[config.mk]
export PLATFORM = sky130hd
export DESIGN_NAME = ccss_clock_switch
export DESIGN_NICKNAME = d
export VERILOG_FILES = /design/src/logic/ccss_pkg.sv /design/src/logic/ccss_clock_switch.sv
export VERILOG_INCLUDE_DIRS = /design/src /design/src/logic
export SDC_FILE = /design/constraint.sdc
export NUM_CORES = 1
export LEC_CHECK = 0
export BUFFER_PORTS_ARGS = -buffer_cell sky130_fd_sc_hd__buf_2
export CORE_MARGIN = 2
export CORE_UTILIZATION = 40
export CTS_CLUSTER_SIZE = 28
export DETAILED_ROUTE_END_ITERATION = 10
export GPL_TIMING_DRIVEN = 1
export PLACE_DENSITY = 0.8
export SYNTH_ARGS = -nofsm -noshare
export SYNTH_HDL_FRONTEND = slang
export SYNTH_SLANG_ARGS = --single-unit
export TNS_END_PERCENT = 30
[constraint.sdc]
create_clock -name core_clk -period 1 [get_ports core_clk]
set_input_delay 0.1 -clock core_clk [delete_from_list [all_inputs] [get_ports core_clk]]
set_output_delay 0.1 -clock core_clk [all_outputs]
set_load 0.02 [all_outputs]
[src/logic/ccss_defines.svh]
// constants for the cpu clock source switch: register offset, bit positions, reset value
// assumes a 4-bit data bus with an 8-bit i/o address from the cpu core
`ifndef CCSS_DEFINES_SVH
`define CCSS_DEFINES_SVH

// ****************************************
// register map
// ****************************************
`define CCSS_CTRL_ADDR 8'hfe
`define CCSS_CTRL_RESET 4'h0
`define CCSS_BIT_SELECT 2
`define CCSS_BIT_FAST_EN 1
`define CCSS_BIT_DIR 0

// ****************************************
// timing
// ****************************************
`define CCSS_FAST_START_MS 5
`define CCSS_CLK_MHZ 100

`endif

[src/logic/ccss_pkg.sv]
// types for the cpu clock source switch
// assumes the defines header is included by the module that imports this
package ccss_pkg;

   // ****************************************
   // switch state machine
   // ****************************************
   typedef enum logic [1:0] {
      CCSS_SLOW = 2'b00, // running on slow oscillator
      CCSS_TO_FAST = 2'b01, // waiting for clean edges before fast
      CCSS_FAST = 2'b10, // running on fast oscillator
      CCSS_TO_SLOW = 2'b11 // waiting for clean edges before slow
   } ccss_state_t;

   // ****************************************
   // bus request carrier
   // ****************************************
   typedef struct packed {
      logic rd; // read strobe
      logic wr; // write strobe
      logic [7:0] addr; // i/o address
      logic [3:0] wdata; // write data
   } ccss_bus_t;

   // ****************************************
   // whole module state
   // ****************************************
   typedef struct packed {
      logic select; // cpu clock select bit
      logic fast_en; // fast oscillator enable bit
      logic dir; // port1 direction bit
      logic [3:0] rdata; // read data register
      ccss_state_t st; // switch state
      logic use_fast; // current cpu clock source
      logic [1:0] slow_sync; // synchroniser of slow clock level
      logic [1:0] fast_sync; // synchroniser of fast clock level
      logic slow_prev; // previous synced slow level
      logic fast_prev; // previous synced fast level
   } ccss_state_s_t;

endpackage

[src/logic/ccss_clock_switch.sv]
// control register and clock source switch logic for the cpu clock
// assumes the cpu core issues one-cycle read/write strobes on core_clk,
// and that slow/fast oscillator levels arrive asynchronously as pins;
// the cpu clock mux itself sits outside and follows cpu_clock_use_fast
`timescale 1ns/1ns
`include "ccss_defines.svh"

module ccss_clock_switch #(
   parameter bit HAS_FAST_OSC = 1'b1 // variant carries the fast oscillator
) (
   input wire logic core_clk,
   input wire logic nrst,
   input wire ccss_pkg::ccss_bus_t bus_req,
   output logic [3:0] bus_rdata,
   input wire logic slow_oscillator,
   input wire logic fast_oscillator,
   output logic fast_oscillator_enable,
   output logic cpu_clock_use_fast,
   output logic port1_direction,
   output logic cpu_clock_select
);
   import ccss_pkg::*;

   // ****************************************
   // reset image of the whole state
   // ****************************************
   // edge history starts high, but the synchronisers start low, so a pin
   // already high at release still shows a rising boundary two cycles later
   localparam ccss_state_s_t S_RESET = '{
      select: 1'b0, // slow oscillator chosen
      fast_en: 1'b0, // fast oscillator stopped
      dir: 1'b0, // port1 pins are inputs
      rdata: 4'h0, // no read pending
      st: CCSS_SLOW, // machine idles on slow
      use_fast: 1'b0, // cpu runs from slow
      slow_sync: 2'h0, // synchroniser cleared
      fast_sync: 2'h0, // synchroniser cleared
      slow_prev: 1'b1, // set high, masks nothing: sync starts low
      fast_prev: 1'b1 // set high, masks nothing: sync starts low
   };

   // ****************************************
   // state registers
   // ****************************************
   ccss_state_s_t s_r; // registered state
   ccss_state_s_t s_nxt; // next state
   logic slow_rise; // clean slow clock rising boundary
   logic fast_rise; // clean fast clock rising boundary
   logic wr_hit; // write to control register
   logic rd_hit; // read of control register

   // ****************************************
   // register address decode
   // ****************************************
   // only the one address is decoded; every other address reads zero
   assign wr_hit = bus_req.wr && (bus_req.addr == `CCSS_CTRL_ADDR);
   assign rd_hit = bus_req.rd && (bus_req.addr == `CCSS_CTRL_ADDR);

   // ****************************************
   // oscillator boundary detection
   // ****************************************
   // edges judged from the second stage only, never the first flop
   assign slow_rise = s_r.slow_sync[1] && !s_r.slow_prev;
   assign fast_rise = s_r.fast_sync[1] && !s_r.fast_prev;

   // ****************************************
   // next-state logic
   // ****************************************
   always_comb begin
      s_nxt = s_r;
      // every field holds unless overridden below
      // synchronisers and edge history
      s_nxt.slow_sync = {s_r.slow_sync[0], slow_oscillator};
      s_nxt.fast_sync = {s_r.fast_sync[0], fast_oscillator};
      s_nxt.slow_prev = s_r.slow_sync[1];
      s_nxt.fast_prev = s_r.fast_sync[1];
      // register writes
      if (wr_hit) begin
         s_nxt.select = bus_req.wdata[`CCSS_BIT_SELECT];
         s_nxt.fast_en = bus_req.wdata[`CCSS_BIT_FAST_EN];
         s_nxt.dir = bus_req.wdata[`CCSS_BIT_DIR];
      end
      // read returns stored bits, bit 3 is always zero
      // a write and a read in one cycle return the old value
      if (rd_hit) begin
         s_nxt.rdata = {1'b0, s_r.select, s_r.fast_en, s_r.dir};
      end else begin
         s_nxt.rdata = 4'h0;
      end
      // switch sequencing: wait for a boundary of the clock being left,
      // then of the clock being taken, so no short pulse reaches the cpu
      case (s_r.st)
         CCSS_SLOW: begin
            // fast select ignored on variants without the oscillator
            if (s_r.select && HAS_FAST_OSC && slow_rise) begin
               s_nxt.st = CCSS_TO_FAST;
            end
         end
         CCSS_TO_FAST: begin
            // deselected before the fast edge: abandon, still on slow
            if (!s_r.select) begin
               s_nxt.st = CCSS_SLOW;
            end else if (fast_rise) begin
               s_nxt.use_fast = 1'b1;
               s_nxt.st = CCSS_FAST;
            end
         end
         CCSS_FAST: begin
            // limitation: losing the enable while on fast is software's fault
            if (!s_r.select && fast_rise) begin
               s_nxt.st = CCSS_TO_SLOW;
            end
         end
         CCSS_TO_SLOW: begin
            // fast boundary already seen, cpu still on fast; take slow at its edge
            if (slow_rise) begin
               s_nxt.use_fast = 1'b0;
               s_nxt.st = CCSS_SLOW;
            end
         end
         default: begin
            // unreachable codes recover to the slow clock
            s_nxt.st = CCSS_SLOW;
            s_nxt.use_fast = 1'b0;
         end
      endcase
   end

   // ****************************************
   // state register with async reset
   // ****************************************
   always_ff @(posedge core_clk or negedge nrst) begin
      if (!nrst) begin
         // constants only: no pin level is sampled during reset
         s_r <= S_RESET;
      end else begin
         s_r <= s_nxt;
      end
   end

   // ****************************************
   // outputs
   // ****************************************
   // outputs straight from flops, no logic after the register
   assign bus_rdata = s_r.rdata;
   assign fast_oscillator_enable = s_r.fast_en;
   assign cpu_clock_use_fast = s_r.use_fast;
   assign port1_direction = s_r.dir;
   assign cpu_clock_select = s_r.select;

   // ****************************************
   // checks
   // ****************************************
   // bit 3 has no storage and the select bit reads back
   chk_read_bit3_zero: assert property (@(posedge core_clk) disable iff (!nrst)
      rd_hit |=> (bus_rdata[3] == 1'b0) && (bus_rdata[2] == $past(s_r.select)))
      else $error("control read bad");
   // written enable and direction appear one cycle later
   chk_write_stores: assert property (@(posedge core_clk) disable iff (!nrst)
      wr_hit |=> (port1_direction == $past(bus_req.wdata[0]))
         && (fast_oscillator_enable == $past(bus_req.wdata[1])))
      else $error("control write lost");
   // variants lacking the oscillator never leave the slow clock
   chk_no_fast_variant: assert property (@(posedge core_clk) disable iff (!nrst)
      !HAS_FAST_OSC |-> !cpu_clock_use_fast)
      else $error("fast clock on variant lacking it");
   // fast taken only one cycle after a fast boundary, from transit
   chk_fast_on_boundary: assert property (@(posedge core_clk) disable iff (!nrst)
      $rose(cpu_clock_use_fast) |-> $past(fast_rise) && $past(s_r.st == CCSS_TO_FAST))
      else $error("fast switch off boundary");
   // slow taken only one cycle after a slow boundary
   chk_slow_on_boundary: assert property (@(posedge core_clk) disable iff (!nrst)
      $fell(cpu_clock_use_fast) |-> $past(slow_rise))
      else $error("slow switch off boundary");
   // a deselect on fast leaves at the next fast boundary
   chk_select_drives: assert property (@(posedge core_clk) disable iff (!nrst)
      cpu_clock_use_fast && !cpu_clock_select |-> ##[0:1] s_r.st != CCSS_FAST || !fast_rise)
      else $error("deselect not followed");
   // direction holds between writes
   chk_dir_idle: assert property (@(posedge core_clk) disable iff (!nrst)
      !wr_hit |=> $stable(port1_direction))
      else $error("direction changed without write");
   // read data is a one-cycle pulse, zero otherwise
   chk_idle_read_zero: assert property (@(posedge core_clk) disable iff (!nrst)
      !rd_hit |=> bus_rdata == 4'h0)
      else $error("read data without read");

   // ****************************************
   // checks on reset, decode and switch order
   // ****************************************
   // a write taken at the release edge must not hide a stuck output
   chk_reset_clears: assert property (@(posedge core_clk)
      $rose(nrst) |-> (fast_oscillator_enable == 1'b0) && (cpu_clock_select == 1'b0)
         && (port1_direction == 1'b0) && (cpu_clock_use_fast == 1'b0))
      else $error("outputs not cleared by reset");
   // a near miss on the address must leave every bit alone
   chk_unmapped_ignored: assert property (@(posedge core_clk) disable iff (!nrst)
      bus_req.wr && (bus_req.addr != `CCSS_CTRL_ADDR)
         |=> $stable(cpu_clock_select) && $stable(fast_oscillator_enable)
         && $stable(port1_direction))
      else $error("unmapped write landed");
   // low two read bits mirror the stored enable and direction
   chk_read_fields: assert property (@(posedge core_clk) disable iff (!nrst)
      rd_hit |=> bus_rdata[1:0] == $past({fast_oscillator_enable, port1_direction}))
      else $error("read fields wrong");
   // select is stored even where it has no effect
   chk_select_stores: assert property (@(posedge core_clk) disable iff (!nrst)
      wr_hit |=> cpu_clock_select == $past(bus_req.wdata[`CCSS_BIT_SELECT]))
      else $error("select write lost");
   // enable and select only move on a decoded write
   chk_enable_idle: assert property (@(posedge core_clk) disable iff (!nrst)
      !wr_hit |=> $stable(fast_oscillator_enable) && $stable(cpu_clock_select))
      else $error("enable or select moved without write");
   // the fast clock is only taken while it is selected
   chk_fast_needs_select: assert property (@(posedge core_clk) disable iff (!nrst)
      $rose(cpu_clock_use_fast) |-> $past(cpu_clock_select))
      else $error("fast clock taken without select");
   // the source only moves out of a transit state
   chk_source_in_transit: assert property (@(posedge core_clk) disable iff (!nrst)
      $changed(cpu_clock_use_fast)
         |-> $past(s_r.st == CCSS_TO_FAST) || $past(s_r.st == CCSS_TO_SLOW))
      else $error("source moved outside transit");
   // each source holds at least two cycles, so no runt selection
   chk_fast_holds: assert property (@(posedge core_clk) disable iff (!nrst)
      $rose(cpu_clock_use_fast) |=> cpu_clock_use_fast)
      else $error("fast clock dropped at once");
   chk_slow_holds: assert property (@(posedge core_clk) disable iff (!nrst)
      $fell(cpu_clock_use_fast) |=> !cpu_clock_use_fast)
      else $error("slow clock dropped at once");

endmodule // ccss_clock_switch

Yosys cells after proc, flatten, opt, wreduce, memory -nomap -nowiden. Index checks and enable logic that the tools add are counted.

Equal/unequal tests: 10. Multiplexer cells: 9. Reduce and logical (&&, ||, !) cells: 13.

Operator list (count): != test 2 bit (second input constant) (5); two-way mux 3 bit (3); equality test 8 bit (second input constant) (1); case mux 2 bit (4 select lines) (1); AND reduction 4 bit (2); logical AND 1 bit (6); two-way mux 2 bit (3); equality test 2 bit (second input constant) (2); zero test 1 bit (3); != test 3 bit (second input constant) (1); equality test 2 x 1 -> 1 bit (second input constant) (1); zero test 2 bit (1); case mux 1 bit (2 select lines) (1); nonzero test 2 bit (1); two-way mux 1 bit (1).

Flip-flop bits (word level): 15. Input bits: 18. Output and inout port bits: 8. Logic and storage cells: 42.

Depth between registers and ports, before layout. Gate-level depths: netlist of the first run.

Word-level depth: 5. Depth in mapped cells: 3. Gate-level depth less buffers: 3.

Least setup slack after synthesis of the first run. Ideal clock, no wire load.

Path kind: register -> register. Start: register s_r (netlist bit cpu_clock_select). End: register s_r[7] in the netlist's numbering. Library setup time: 82 ps. Arrival time: 1060 ps. Data required time: 918 ps. Setup slack: -142 ps. Stages on the path, launching flop included: 4. Buffers on the path: 0. Clock period less this slack: 1142 ps. Cell sequence: dfrtp_1 > inv_1 > or3_1 > a31oi_1.

Cells in the longest elaborated chain, start to end: 4. Elaborated cells between the ends (all ways): 9. Those cells by class: eq/ne (3); mux (2); reduce/logical (4).

RTL lines: start, declared (RTL line ccss_clock_switch.sv:45) `ccss_state_s_t s_r;`; start signal, assigned (RTL line ccss_clock_switch.sv:137) `s_r <= s_nxt;`; zero test 1 bit (RTL line ccss_clock_switch.sv:110) `if (!s_r.select && fast_rise) begin`; logical AND 1 bit (RTL line ccss_clock_switch.sv:110); != test 2 bit (no line); AND reduction 4 bit (no line).

Several ways; a longest one is shown, not always the timed one. A chain may end at the register's enable or synchronous reset.

Worst setup path in the final report of the first run.
Start: register s_r[0] in the netlist's numbering. End: register s_r[7] in the netlist's numbering.

Cells in the longest elaborated chain, start to end: 5. Elaborated cells between the ends (all ways): 6. Those cells by class: eq/ne (2); reduce/logical (4).

RTL lines: zero test 1 bit (*) (RTL line ccss_clock_switch.sv:64) `assign fast_rise = s_r.fast_sync[1] && !s_r.fast_prev;`; logical AND 1 bit (*) (RTL line ccss_clock_switch.sv:64); logical AND 1 bit (RTL line ccss_clock_switch.sv:110); != test 2 bit (no line); AND reduction 4 bit (no line) (*).

Mark *: on every way between the ends. The rest lies on a longest branch, timed or not.

==> results of run 1 <==
-- sequential cells by signal (all words and copies together) (netlist names), named ones only --
register / flops
bus_rdata: 3
fast_oscillator_enable: 1
s_r: 3
port1_direction: 1
cpu_clock_select: 1
s_nxt: 4
cpu_clock_use_fast: 1
-- layer usage --
layer / vias to the layer above / wire [microns] / track usage / share of wire
met5: - / 0 / 0 / 0
met1: 223 / 412 / 0.150 / 0.36
li1: 225 / - / - / -
met2: 13 / 667 / 0.267 / 0.59
met4: 0 / 0 / 0.0788 / 0
met3: 0 / 60 / 0.0426 / 0.053
-- layout make-up --
cell class / count / area share
well taps: 16 / 0.0240
clock buffers: 3 / 0.0270
inverters: 4 / 0.0180
clock inverters: 1 / 0.00600
repair buffers: 33 / 0.244
flip-flops and latches: 15 / 0.454
multi-input cells: 24 / 0.226
-- report_power, final --
| part | switching (mW) | leakage (nW) | internal [mW] |
|---|---|---|---|
| logic | 0.0787 | 0.235 | 0.0873 |
| clock network | 0.198 | 0.0177 | 0.148 |
| registers | 0.0416 | 0.191 | 0.654 |
-- synthesized netlist by cell type, drive strengths merged --
master	n	area [sq um]
a31oi	2	12.5
nor4	1	6.26
dfrtp	13	325
nand4b	1	23.8
nor3	2	21.3
dfstp	2	52.6
inv	4	15.0
o21ai	2	10.0
nor2b	1	6.26
nand3	1	5.00
nor4bb	1	10.0
a21oi	1	5.00
nand2	2	7.51
conb	1	3.75
buf	4	30.0
nand3b	1	7.51
or3	1	6.26
mux2	3	33.8
a311oi	1	8.76
nand4	1	6.26
and2	2	12.5
-- worst paths after layout --
kind,end,start,slack [ps],depth (start not counted)
worst max-delay path,s_r[7]$_DFFE_PN0P_,s_r[0]$_DFF_PN1_,-70,3
worst min-delay path,fast_oscillator_enable$_DFFE_PN0P_,bus_req[1],20,2
worst max register to register,s_r[7]$_DFFE_PN0P_,s_r[0]$_DFF_PN1_,-70,3
worst min register to register,s_nxt[1]$_DFF_PN0_,s_nxt[5]$_DFF_PN0_,360,0
max in group asynchronous,s_r[1]$_DFF_PN1_,nrst,470,2
min in group asynchronous,port1_direction$_DFFE_PN0P_,nrst,230,2
-- cells in the final DEF (no fill, tap or decap) --
cell type,netlist,routed
nand4_1,1,1
a21oi_1,1,1
nor3_1,1,1
nand3b_1,1,1
buf_2,0,22
dfstp_2,2,2
conb_1,1,1
nand3_1,1,1
nor4bb_1,1,1
dlygate4sd3_1,0,3
buf_6,0,1
nor3_4,1,1
inv_1,4,4
o21ai_0,2,1
dfrtp_1,13,12
and2_1,2,2
nand2_1,2,2
a311oi_1,1,1
a31oi_1,2,2
buf_4,4,7
or3_1,1,1
clkbuf_4,0,3
mux2_1,3,3
nand4b_4,1,1
nor2b_2,0,1
o21ai_1,0,1
nor4_1,1,1
dfrtp_2,0,1
clkinv_2,0,1
-- kinds of logic (layout without fill, tap and decap cells) --
family                 Yosys count  count (layout)
flip-flops                      15              15
AND/OR/NAND/NOR                 14              14
AO/OA/AOI/OAI                    6               6
multiplexers                     3               3
buffers and inverters            8              41
other                            1               1
-- repair_timing --
action,in CTS,in global routing
hold endpoints to repair,17,0
hold buffers,3,0
setup buffers,0,0
endpoints found under the setup margin,2,4
gates resized for setup,0,3
gates cloned,0,0
-- worst max-delay path: cells and delay by family, from the launching register on --
kind	cells	cell delay, ps
DFF	1	530
AOI/OAI and AO/OA	1	130
and+or+nand+nor	2	340
==> impl_results.md, run 1 <==
- Post-DP HPWL: 872 microns
- Initial antenna violation count: 0
- Post-synthesis simple-gate area fraction: 0.185
- Worst Path Required: 1210 ps
- Compound-Gate Fraction of Synth Area: 0.0595
- Htree depth: 1
- Worst skew pair latency: 280 ps
- Area of the multi-input gates: 189 sq um
- Total track usage: 0.147
- Setup TNS: -112 ps
- Peak supply drop: 0.632 mV
- Register area share after synthesis: 0.620
- Largest net degree at the start of global routing: 16
- Average wire per standard cell: 11.9 microns
- Initial DRC count: 5
- Nets@finish: 99
- Share of cells above drive strength 1: 0.500
- GP Congestion: 0.703
- Clock slew at the register clock pins of the worst setup and hold paths: 90 ps
- Worst hold path class: in -> reg
- # Max-Cap Violations: 0
- Startpoint types: register
- # DRC: 0
- Layout fillers: 138
- Final Hold Vio Count: 0
- Crit-path slowest cell: dfstp_2
- Antenna cells: 0
- Max stage delay on crit path: 530 ps
- Syn-to-layout area delta: 37.0%
- Final wirelength: 1140 microns
- Cell Area, Placed: 771 sq um
- Storage cell area: 379 sq um
- Post-synthesis net count: 65
- Hold_ws: 22.1 ps
- Place WS: -103 ps
- Crit-path cells: nor2b_2 -> or3_1 -> a31oi_1
- Syn Inst Count: 47
- Power Total: 1.21 mW
- Failing checks: negative setup slack
- Die width: 43.0 microns
- Core Area: 1470 sq um
- Post-Synth XOR/XNOR Area: 0
- Leakage: 0.444 nW
- Non-Filler Instances: 96
- Fin area: 835 sq um
- Maximum clock frequency: 937 MHz
- Mux contribution to synthesized area: 0.0554
- Die Area: 1850 sq um
- Average size of a mapped cell: 13.0 sq um
- Endpoints failing setup: 2
- Placed Cells: 89
- CTS max path bufs: 2
- Critical Path Fanout Max: 3
- Initial Util: 0.414
- Yosys warns: 0
- Total number of vias: 461
- Yosys reg bits: 15
- Outcome: complete, but fails checks
- Post-Synthesis Cell Area: 609 sq um
- PortBufs: 23
- WS Path Type: reg -> reg
- Worst Setup Slack, final: -67.3 ps
- Main combinational cell family by area after synthesis: simple AND/OR/NAND/NOR gates
- Number of nets with antenna violations after routing: 0
- Pre-antenna DRT Iters: 2
- Post-synthesis adder-cell area fraction: 0
- Tmin final: 1070 ps
- Final Max Slew Viols: 0
- First-pass GRT wire length: 1930 microns
- Die span in y: 43.0 microns
- Synth unique cells: 22
- CP Capture Type: register
- Vias in the first global route: 484
- Clock skew: 6.50 ps
- Arrival time of the worst setup path: 1280 ps
- Total clock sinks: 15
- IO Pins: 26
- Period utilization: 1.07
- Core Util, Final: 0.567
- TritonCTS clock tree: done
- PD cells: 1450 nW/um^2
- Cts bufs inserted: 3
- DR vias/cell: 4.80
- Clk root buf: clkbuf_4
- Placement Rows: 14
- Grt ovf: 0
- Unrepaired setup endpoints after global routing: yes
No activity file was read; power rests on OpenSTA's default activity.
==> run 2, diff against run 1 <==
--- a/config.mk
+++ b/config.mk
@@ -9,6 +9,7 @@
 export BUFFER_PORTS_ARGS = -buffer_cell sky130_fd_sc_hd__buf_2
 export CORE_MARGIN = 2
 export CORE_UTILIZATION = 40
+export CTS_CLUSTER_DIAMETER = 100
 export CTS_CLUSTER_SIZE = 28
 export DETAILED_ROUTE_END_ITERATION = 10
 export GPL_TIMING_DRIVEN = 1
==> constraint.sdc (replaced) <==
create_clock -name core_clk -period 1 [get_ports core_clk]
set_input_delay 0.05 -clock core_clk [delete_from_list [all_inputs] [get_ports core_clk]]
set_output_delay 0.05 -clock core_clk [all_outputs]
set_load 0.02 [all_outputs]
==> run 2 against run 1 <==
Against the previous run: the run still ends with negative setup slack left; clock skew is 1.2 ps lower; critical path depth stayed put; cell count grew 4.2%; largest cell class unchanged.
==> impl_results.md, run 2 (same netlist as run 1, synthesis figures left out) <==
- Most frequent cells in the layout: buf_2 (23), dfrtp_1 (12), dlygate4sd3_1 (7), buf_4 (7), inv_1 (4) (was buf_2 (22), dfrtp_1 (12), buf_4 (7), inv_1 (4))
- Clock power share: 0.279 (was 0.286)
- Combinational power share: 0.143 (was 0.137)
- Initial antenna violation count: 0 (unchanged)
- Commonest non-fill, non-tap cell in the layout: buf_2 (unchanged)
- Number of nets with antenna violations after routing: 0 (unchanged)
- Syn-to-layout area delta: 42.5% (was 37.0%)
- IO Pins: 26 (unchanged)
- Die span in y: 43.0 microns (unchanged)
- Total track usage: 0.130 (was 0.147)
- Failing checks: negative setup slack (unchanged)
- TritonCTS clock tree: done (unchanged)
- Nets@finish: 103 (was 99)
- Placement Rows: 14 (unchanged)
- Leakage: 0.459 nW (was 0.444 nW)
- Endpoints failing setup: 2 (unchanged)
- Total clock sinks: 15 (unchanged)
- Total number of vias: 477 (was 461)
- PD cells: 1390 nW/um^2 (was 1450 nW/um^2)
- Non-Filler Instances: 100 (was 96)
- Outcome: complete, but fails checks (unchanged)
- Die Area: 1850 sq um (unchanged)
- Met2 routed WL: 632 microns (was 667 microns)
- DR vias/cell: 4.77 (was 4.80)
- Core Area: 1470 sq um (unchanged)
- Sw frac: 0.257 (was 0.263)
- Period utilization: 1.08 (was 1.07)
- Unrepaired setup endpoints after global routing: yes (unchanged)
- Met1 wire length: 417 microns (was 412 microns)
- # DRC: 0 (unchanged)
- Worst hold path class: in -> reg (unchanged)
- Cts bufs inserted: 3 (unchanged)
- Tmin final: 1080 ps (was 1070 ps)
- Pint: 0.897 mW (was 0.890 mW)
- Placed Cells: 89 (unchanged)
- Largest net degree at the start of global routing: 16 (unchanged)
- Final Hold Vio Count: 0 (unchanged)
- Clock skew: 5.28 ps (was 6.50 ps)
- Grt ovf: 0 (unchanged)
- Htree depth: 1 (unchanged)
- Pre-antenna DRT Iters: 3 (was 2)
- Final wirelength: 1100 microns (was 1140 microns)
- Cell Area, Placed: 771 sq um (unchanged)
- Share of cells above drive strength 1: 0.476 (was 0.500)
- Antenna cells: 0 (unchanged)
- Arrival time of the worst setup path: 1280 ps (about the same)
- PortBufs: 23 (unchanged)
- Post-CTS sizing: 0 (unchanged)
- CP Capture Type: register (unchanged)
- Seq pwr share: 0.578 (was 0.576)
- Initial Util: 0.414 (unchanged)
- Initial DRC count: 1 (was 5)
- Worst skew pair latency: 280 ps (about the same)
- CTS max path bufs: 2 (unchanged)
- First-pass GRT wire length: 1800 microns (was 1930 microns)
- DR WL met3: 50 microns (was 60 microns)
- Critical Path Fanout Max: 3 (unchanged)
- Die width: 43.0 microns (unchanged)
- Worst Setup Slack, final: -80.2 ps (was -67.3 ps)
- Clk root buf: clkbuf_4 (unchanged)
- # Max-Cap Violations: 0 (unchanged)
- Worst Path Required: 1200 ps (was 1210 ps)
- GP Congestion: 0.698 (was 0.703)
- WS Path Type: reg -> reg (unchanged)
- Maximum clock frequency: 926 MHz (was 937 MHz)
- Fin area: 868 sq um (was 835 sq um)
- Max Used Layer: met3 (unchanged)
- Average wire per standard cell: 11.0 microns (was 11.9 microns)
- Vias in the first global route: 471 (was 484)
- Max FFs per register: 4 (unchanged)
- Clock slew at the register clock pins of the worst setup and hold paths: 90 ps (about the same)
- Peak supply drop: 0.819 mV (was 0.632 mV)
- Final Max Slew Viols: 0 (unchanged)
- Sw Pwr: 0.310 mW (was 0.318 mW)
- Startpoint types: register (unchanged)
-- run 2: power by group through the flow --
| stage | clock network [mW] | registers [mW] | logic, mW |
|---|---|---|---|
| final | 0.336 | 0.698 | 0.173 |
| after global routing | 0.366 | 0.706 | 0.191 |
| after CTS | 0.352 | 0.698 | 0.175 |
| after detailed placement | 0 | 0.710 | 0.154 |
| after global placement | 0 | 0.707 | 0.146 |
| after floorplan | 0 | 0.711 | 0.0612 |
-- run 2: final cells by class --
cell class,count,area (sq um)
clock buffer,3,22.5
clock inverter,1,5.00
sequential,15,379
inverter,4,15.0
fill,123,603
timing repair buffer,37,238
tap,16,20.0
multi-input combinational,24,189
-- run 2: path summary, 6_finish.rpt --
kind	endpoint	from	cells past startpoint	slack, ps
setup / recovery	s_r[7]$_DFFE_PN0P_	s_r[0]$_DFF_PN1_	3	-80
max in group asynchronous	s_r[0]$_DFF_PN1_	nrst	2	530
min in group asynchronous	s_nxt[0]$_DFF_PN0_	nrst	2	180
hold / removal	bus_rdata[2]$_DFF_PN0_	bus_req[5]	4	160
setup reg to reg	s_r[7]$_DFFE_PN0P_	s_r[0]$_DFF_PN1_	3	-80
hold reg to reg	s_nxt[1]$_DFF_PN0_	s_nxt[5]$_DFF_PN0_	0	370
-- run 2: repair_timing --
action / in CTS / in global routing
setup endpoints to repair: 2 / 2
hold endpoints to repair: 21 / 0
gates cloned: 0 / 0
hold buffers: 7 / 0
pin swaps: 1 / 0
setup buffers: 0 / 0
-- run 2: through the flow --
stage | setup slack (ps) | power [mW] | TNS (ps) | util | hold WS (ps)
2_1_floorplan | -35.8 | 0.773 | -35.8 | - | -246
3_3_place_gp | -36.4 | 0.852 | -92.4 | 0.524 | -39.4
3_5_place_dp | -61.1 | 0.864 | -200 | 0.524 | -33.5
4_1_cts | -79.4 | 1.23 | -110 | 0.590 | 148
5_1_grt | -138 | 1.26 | -191 | 0.590 | 161
6_report | -80.2 | 1.21 | -108 | 0.590 | 157
-- run 2: metal layers --
layer	vias to the layer above	track usage
met5	-	0
met4	0	0.0545
met3	0	0.0298
met2	13	0.242
met1	233	0.139
li1	231	-
-- run 2: critical path, stage by stage (launching register included) --
cell	delay, ps
dfstp_2	540
nor2b_2	50
or3_1	300
a31oi_1	120
==> run 3, diff against run 2 <==
--- a/config.mk
+++ b/config.mk
@@ -6,14 +6,14 @@
 export SDC_FILE = /design/constraint.sdc
 export NUM_CORES = 1
 export LEC_CHECK = 0
-export BUFFER_PORTS_ARGS = -buffer_cell sky130_fd_sc_hd__buf_2
-export CORE_MARGIN = 2
-export CORE_UTILIZATION = 40
+export CORE_AREA = 2 2 39 41
 export CTS_CLUSTER_DIAMETER = 100
 export CTS_CLUSTER_SIZE = 28
 export DETAILED_ROUTE_END_ITERATION = 10
+export DIE_AREA = 0 0 41 43
+export DONT_BUFFER_PORTS = 1
 export GPL_TIMING_DRIVEN = 1
-export PLACE_DENSITY = 0.8
+export PLACE_DENSITY = 0.71
 export SYNTH_ARGS = -nofsm -noshare
 export SYNTH_HDL_FRONTEND = slang
 export SYNTH_SLANG_ARGS = --single-unit
==> run 3 against run 2 <==
Against the previous run: the run still ends with negative setup slack left; clock power is essentially flat; non-clock buffer count shrank 20; via count shrank 17%; critical path depth is the same; setup slack lost 19 ps; critical endpoint unchanged; highest routed layer is now met4.
==> impl_results.md, run 3 (same netlist as run 1, synthesis figures left out) <==
- Outcome: complete, but fails checks (unchanged)
- Failing checks: negative setup slack (unchanged)
- Average wire per standard cell: 12.1 microns (was 11.0 microns)
- DR vias/cell: 4.94 (was 4.77)
- Worst Max-Slew Pin Slew: 631 ps
- Total track usage: 0.157 (was 0.130)
- Placed Cells: 67 (was 89)
- Nets@finish: 83 (was 103)
- Reg-to-reg setup timing slack: -100 ps (was -80 ps)
- Peak supply drop: 0.887 mV (was 0.819 mV)
- IO Pins: 26 (unchanged)
- TritonCTS clock tree: done (unchanged)
- CP Buf/Inv Count: 0 (unchanged)
- Clk root buf: clkbuf_4 (unchanged)
- Worst Path Required: 1200 ps (about the same)
- Crit path from: s_r[0]$_DFF_PN1_ (unchanged)
- Initial DRC count: 5 (was 1)
- Unrepaired setup endpoints after global routing: yes (unchanged)
- Arrival time of the worst setup path: 1300 ps (was 1280 ps)
- WS Path Type: reg -> reg (unchanged)
- Final wirelength: 967 microns (was 1100 microns)
- Number of nets with antenna violations after routing: 0 (unchanged)
- Place WS: -89.4 ps (was -61.1 ps)
- Antenna cells: 0 (unchanged)
- Initial antenna violation count: 0 (unchanged)
- Max FFs per register: 4 (unchanged)
- CP endpoint: s_r[7]$_DFFE_PN0P_ (unchanged)
- Hold_ws: 92.5 ps (was 157 ps)
- Critical Path Fanout Max: 3 (unchanged)
- Period utilization: 1.10 (was 1.08)
- Core Area: 1380 sq um (was 1470 sq um)
- Clock slew at the register clock pins of the worst setup and hold paths: 90 ps (about the same)
- PortBufs: 0 (was 23)
- Startpoint types: register (unchanged)
- Max stage delay on crit path: 530 ps (was 540 ps)
- Post-DP HPWL: 733 microns
- Vias in the first global route: 462 (was 471)
- Power Total: 1.19 mW (was 1.21 mW)
- Clock skew: 0.680 ps (was 5.28 ps)
- Crit-path slowest cell: dfstp_2 (unchanged)
- Non-Filler Instances: 80 (was 100)
- # DRC: 0 (unchanged)
- Pre-antenna DRT Iters: 2 (was 3)
- Leakage: 0.371 nW (was 0.459 nW)
- Worst-case reg-to-reg path depth: 3 (unchanged)
- Slew margin rel.: 0.578
- Maximum clock frequency: 910 MHz (was 926 MHz)
- Htree depth: 1 (unchanged)
- Placement Rows: 14 (unchanged)
- CTS max path bufs: 2 (unchanged)
- Layout fillers: 119 (was 123)
- Grt ovf: 0 (unchanged)
- Die span in y: 43 microns (was 43.0 microns)
- Final Max Slew Viols: 0 (unchanged)
- Final Hold Vio Count: 0 (unchanged)
- Crit-path cells: nor2b_2 -> or3_1 -> a31oi_1 (unchanged)
- Endpoints failing setup: 2 (unchanged)
- Syn-to-layout area delta: 29.8% (was 42.5%)
- Worst hold path class: in -> reg (unchanged)
- Die width: 41 microns (was 43.0 microns)
- Worst Setup Slack, final: -99.0 ps (was -80.2 ps)
- Initial Util: 0.440 (was 0.414)
- Total number of vias: 395 (was 477)
- First-pass GRT wire length: 1730 microns (was 1800 microns)
- CP Capture Type: register (unchanged)
- PD cells: 1510 nW/um^2 (was 1390 nW/um^2)
- Share of cells above drive strength 1: 0.313 (was 0.476)
- Cts bufs inserted: 3 (unchanged)
- Tmin final: 1100 ps (was 1080 ps)
- R2r endpoint: s_r[7]$_DFFE_PN0P_ (unchanged)
- GP Congestion: 0.619 (was 0.698)
- Total clock sinks: 15 (unchanged)
- Largest net degree at the start of global routing: 16 (unchanged)
- # Max-Cap Violations: 0 (unchanged)
- R2r startpoint: s_r[0]$_DFF_PN1_ (unchanged)
- Die Area: 1760 sq um (was 1850 sq um)
- Commonest non-fill, non-tap cell in the layout: dfrtp_1 (was buf_2)
- Setup TNS: -118 ps (was -108 ps)
- CP top delay family: flip-flops (unchanged)
- Most frequent cells in the layout: dfrtp_1 (12), dlygate4sd3_1 (9), buf_4 (8), inv_1 (4) (was buf_2 (23), dfrtp_1 (12), dlygate4sd3_1 (7), buf_4 (7), inv_1 (4))
- Worst skew pair latency: 280 ps (about the same)
- Number of cells on the critical path: 3 (unchanged)
## run 3: cell count changes in the layout (fill, tap and decap cells not counted)
| cell | previous run | this run |
|---|---|---|
| nor4bb_1 | 1 | 0 |
| nor4bb_2 | 0 | 1 |
| buf_4 | 7 | 8 |
| o21ai_2 | 0 | 1 |
| o21ai_0 | 2 | 1 |
| dlygate4sd3_1 | 7 | 9 |
| buf_2 | 23 | 0 |
## run 3: worst min-delay path by stage
| stage | endpoint | from | cells after the start |
|---|---|---|---|
| after floorplan | async pin | nrst | 0 |
| after global placement | cpu_clock_use_fast$_DFFE_PN0P_ | nrst | 0 |
| after detailed placement | cpu_clock_use_fast$_DFFE_PN0P_ | nrst | 0 |
| after CTS | bus_rdata[0]$_DFF_PN0_ | bus_req[5] | 3 |
| after global routing | bus_rdata[0]$_DFF_PN0_ | bus_req[5] | 3 |
| final | bus_rdata[0]$_DFF_PN0_ | bus_req[5] | 3 |
## run 3: worst reg2reg max path: cells and delay by family, from the launching register on
kind	cells	cell delay [ps]
AND/OR/NAND/NOR	2	350
flip-flops	1	530
AO/OA/AOI/OAI	1	140
## run 3: stage by stage
step / utilization / instance area, sq um
after CTS: 0.564 / 781
final: 0.571 / 791
after global placement: 0.479 / 663
after detailed placement: 0.479 / 663
after floorplan: - / 613
after global routing: 0.571 / 791
## run 3: where the power goes
part / internal (mW) / switching [mW]
Sequential: 0.654 / 0.0434
Combinational: 0.0804 / 0.0733
Clock: 0.148 / 0.191
## run 3: layer usage
metal  GRT usage  part of all wire  wire length (microns)
met5           0                 0                      0
met1       0.155              0.38                    363
met2       0.234              0.55                    536
met4       0.127             0.014                     14
met3      0.0733             0.053                     51
## run 3: cell type report
class	count	area, sq um	share of cell area
multi-input cells	24	199	0.252
well taps	16	20.0	0.0253
repair buffers	17	150	0.190
clock buffers	3	22.5	0.0285
flip-flops and latches	15	379	0.479
inverters	4	15.0	0.0190
clock inverters	1	5.00	0.00633
## run 3: what timing repair did
| action | CTS | global route |
|---|---|---|
| hold buffers | 9 | 0 |
| buffers inserted | 0 | 0 |
| endpoints found under the setup margin | 2 | 3 |
| gates resized for setup | 0 | 3 |
| pin swaps | 1 | 1 |
| endpoints found under the hold margin | 21 | 0 |
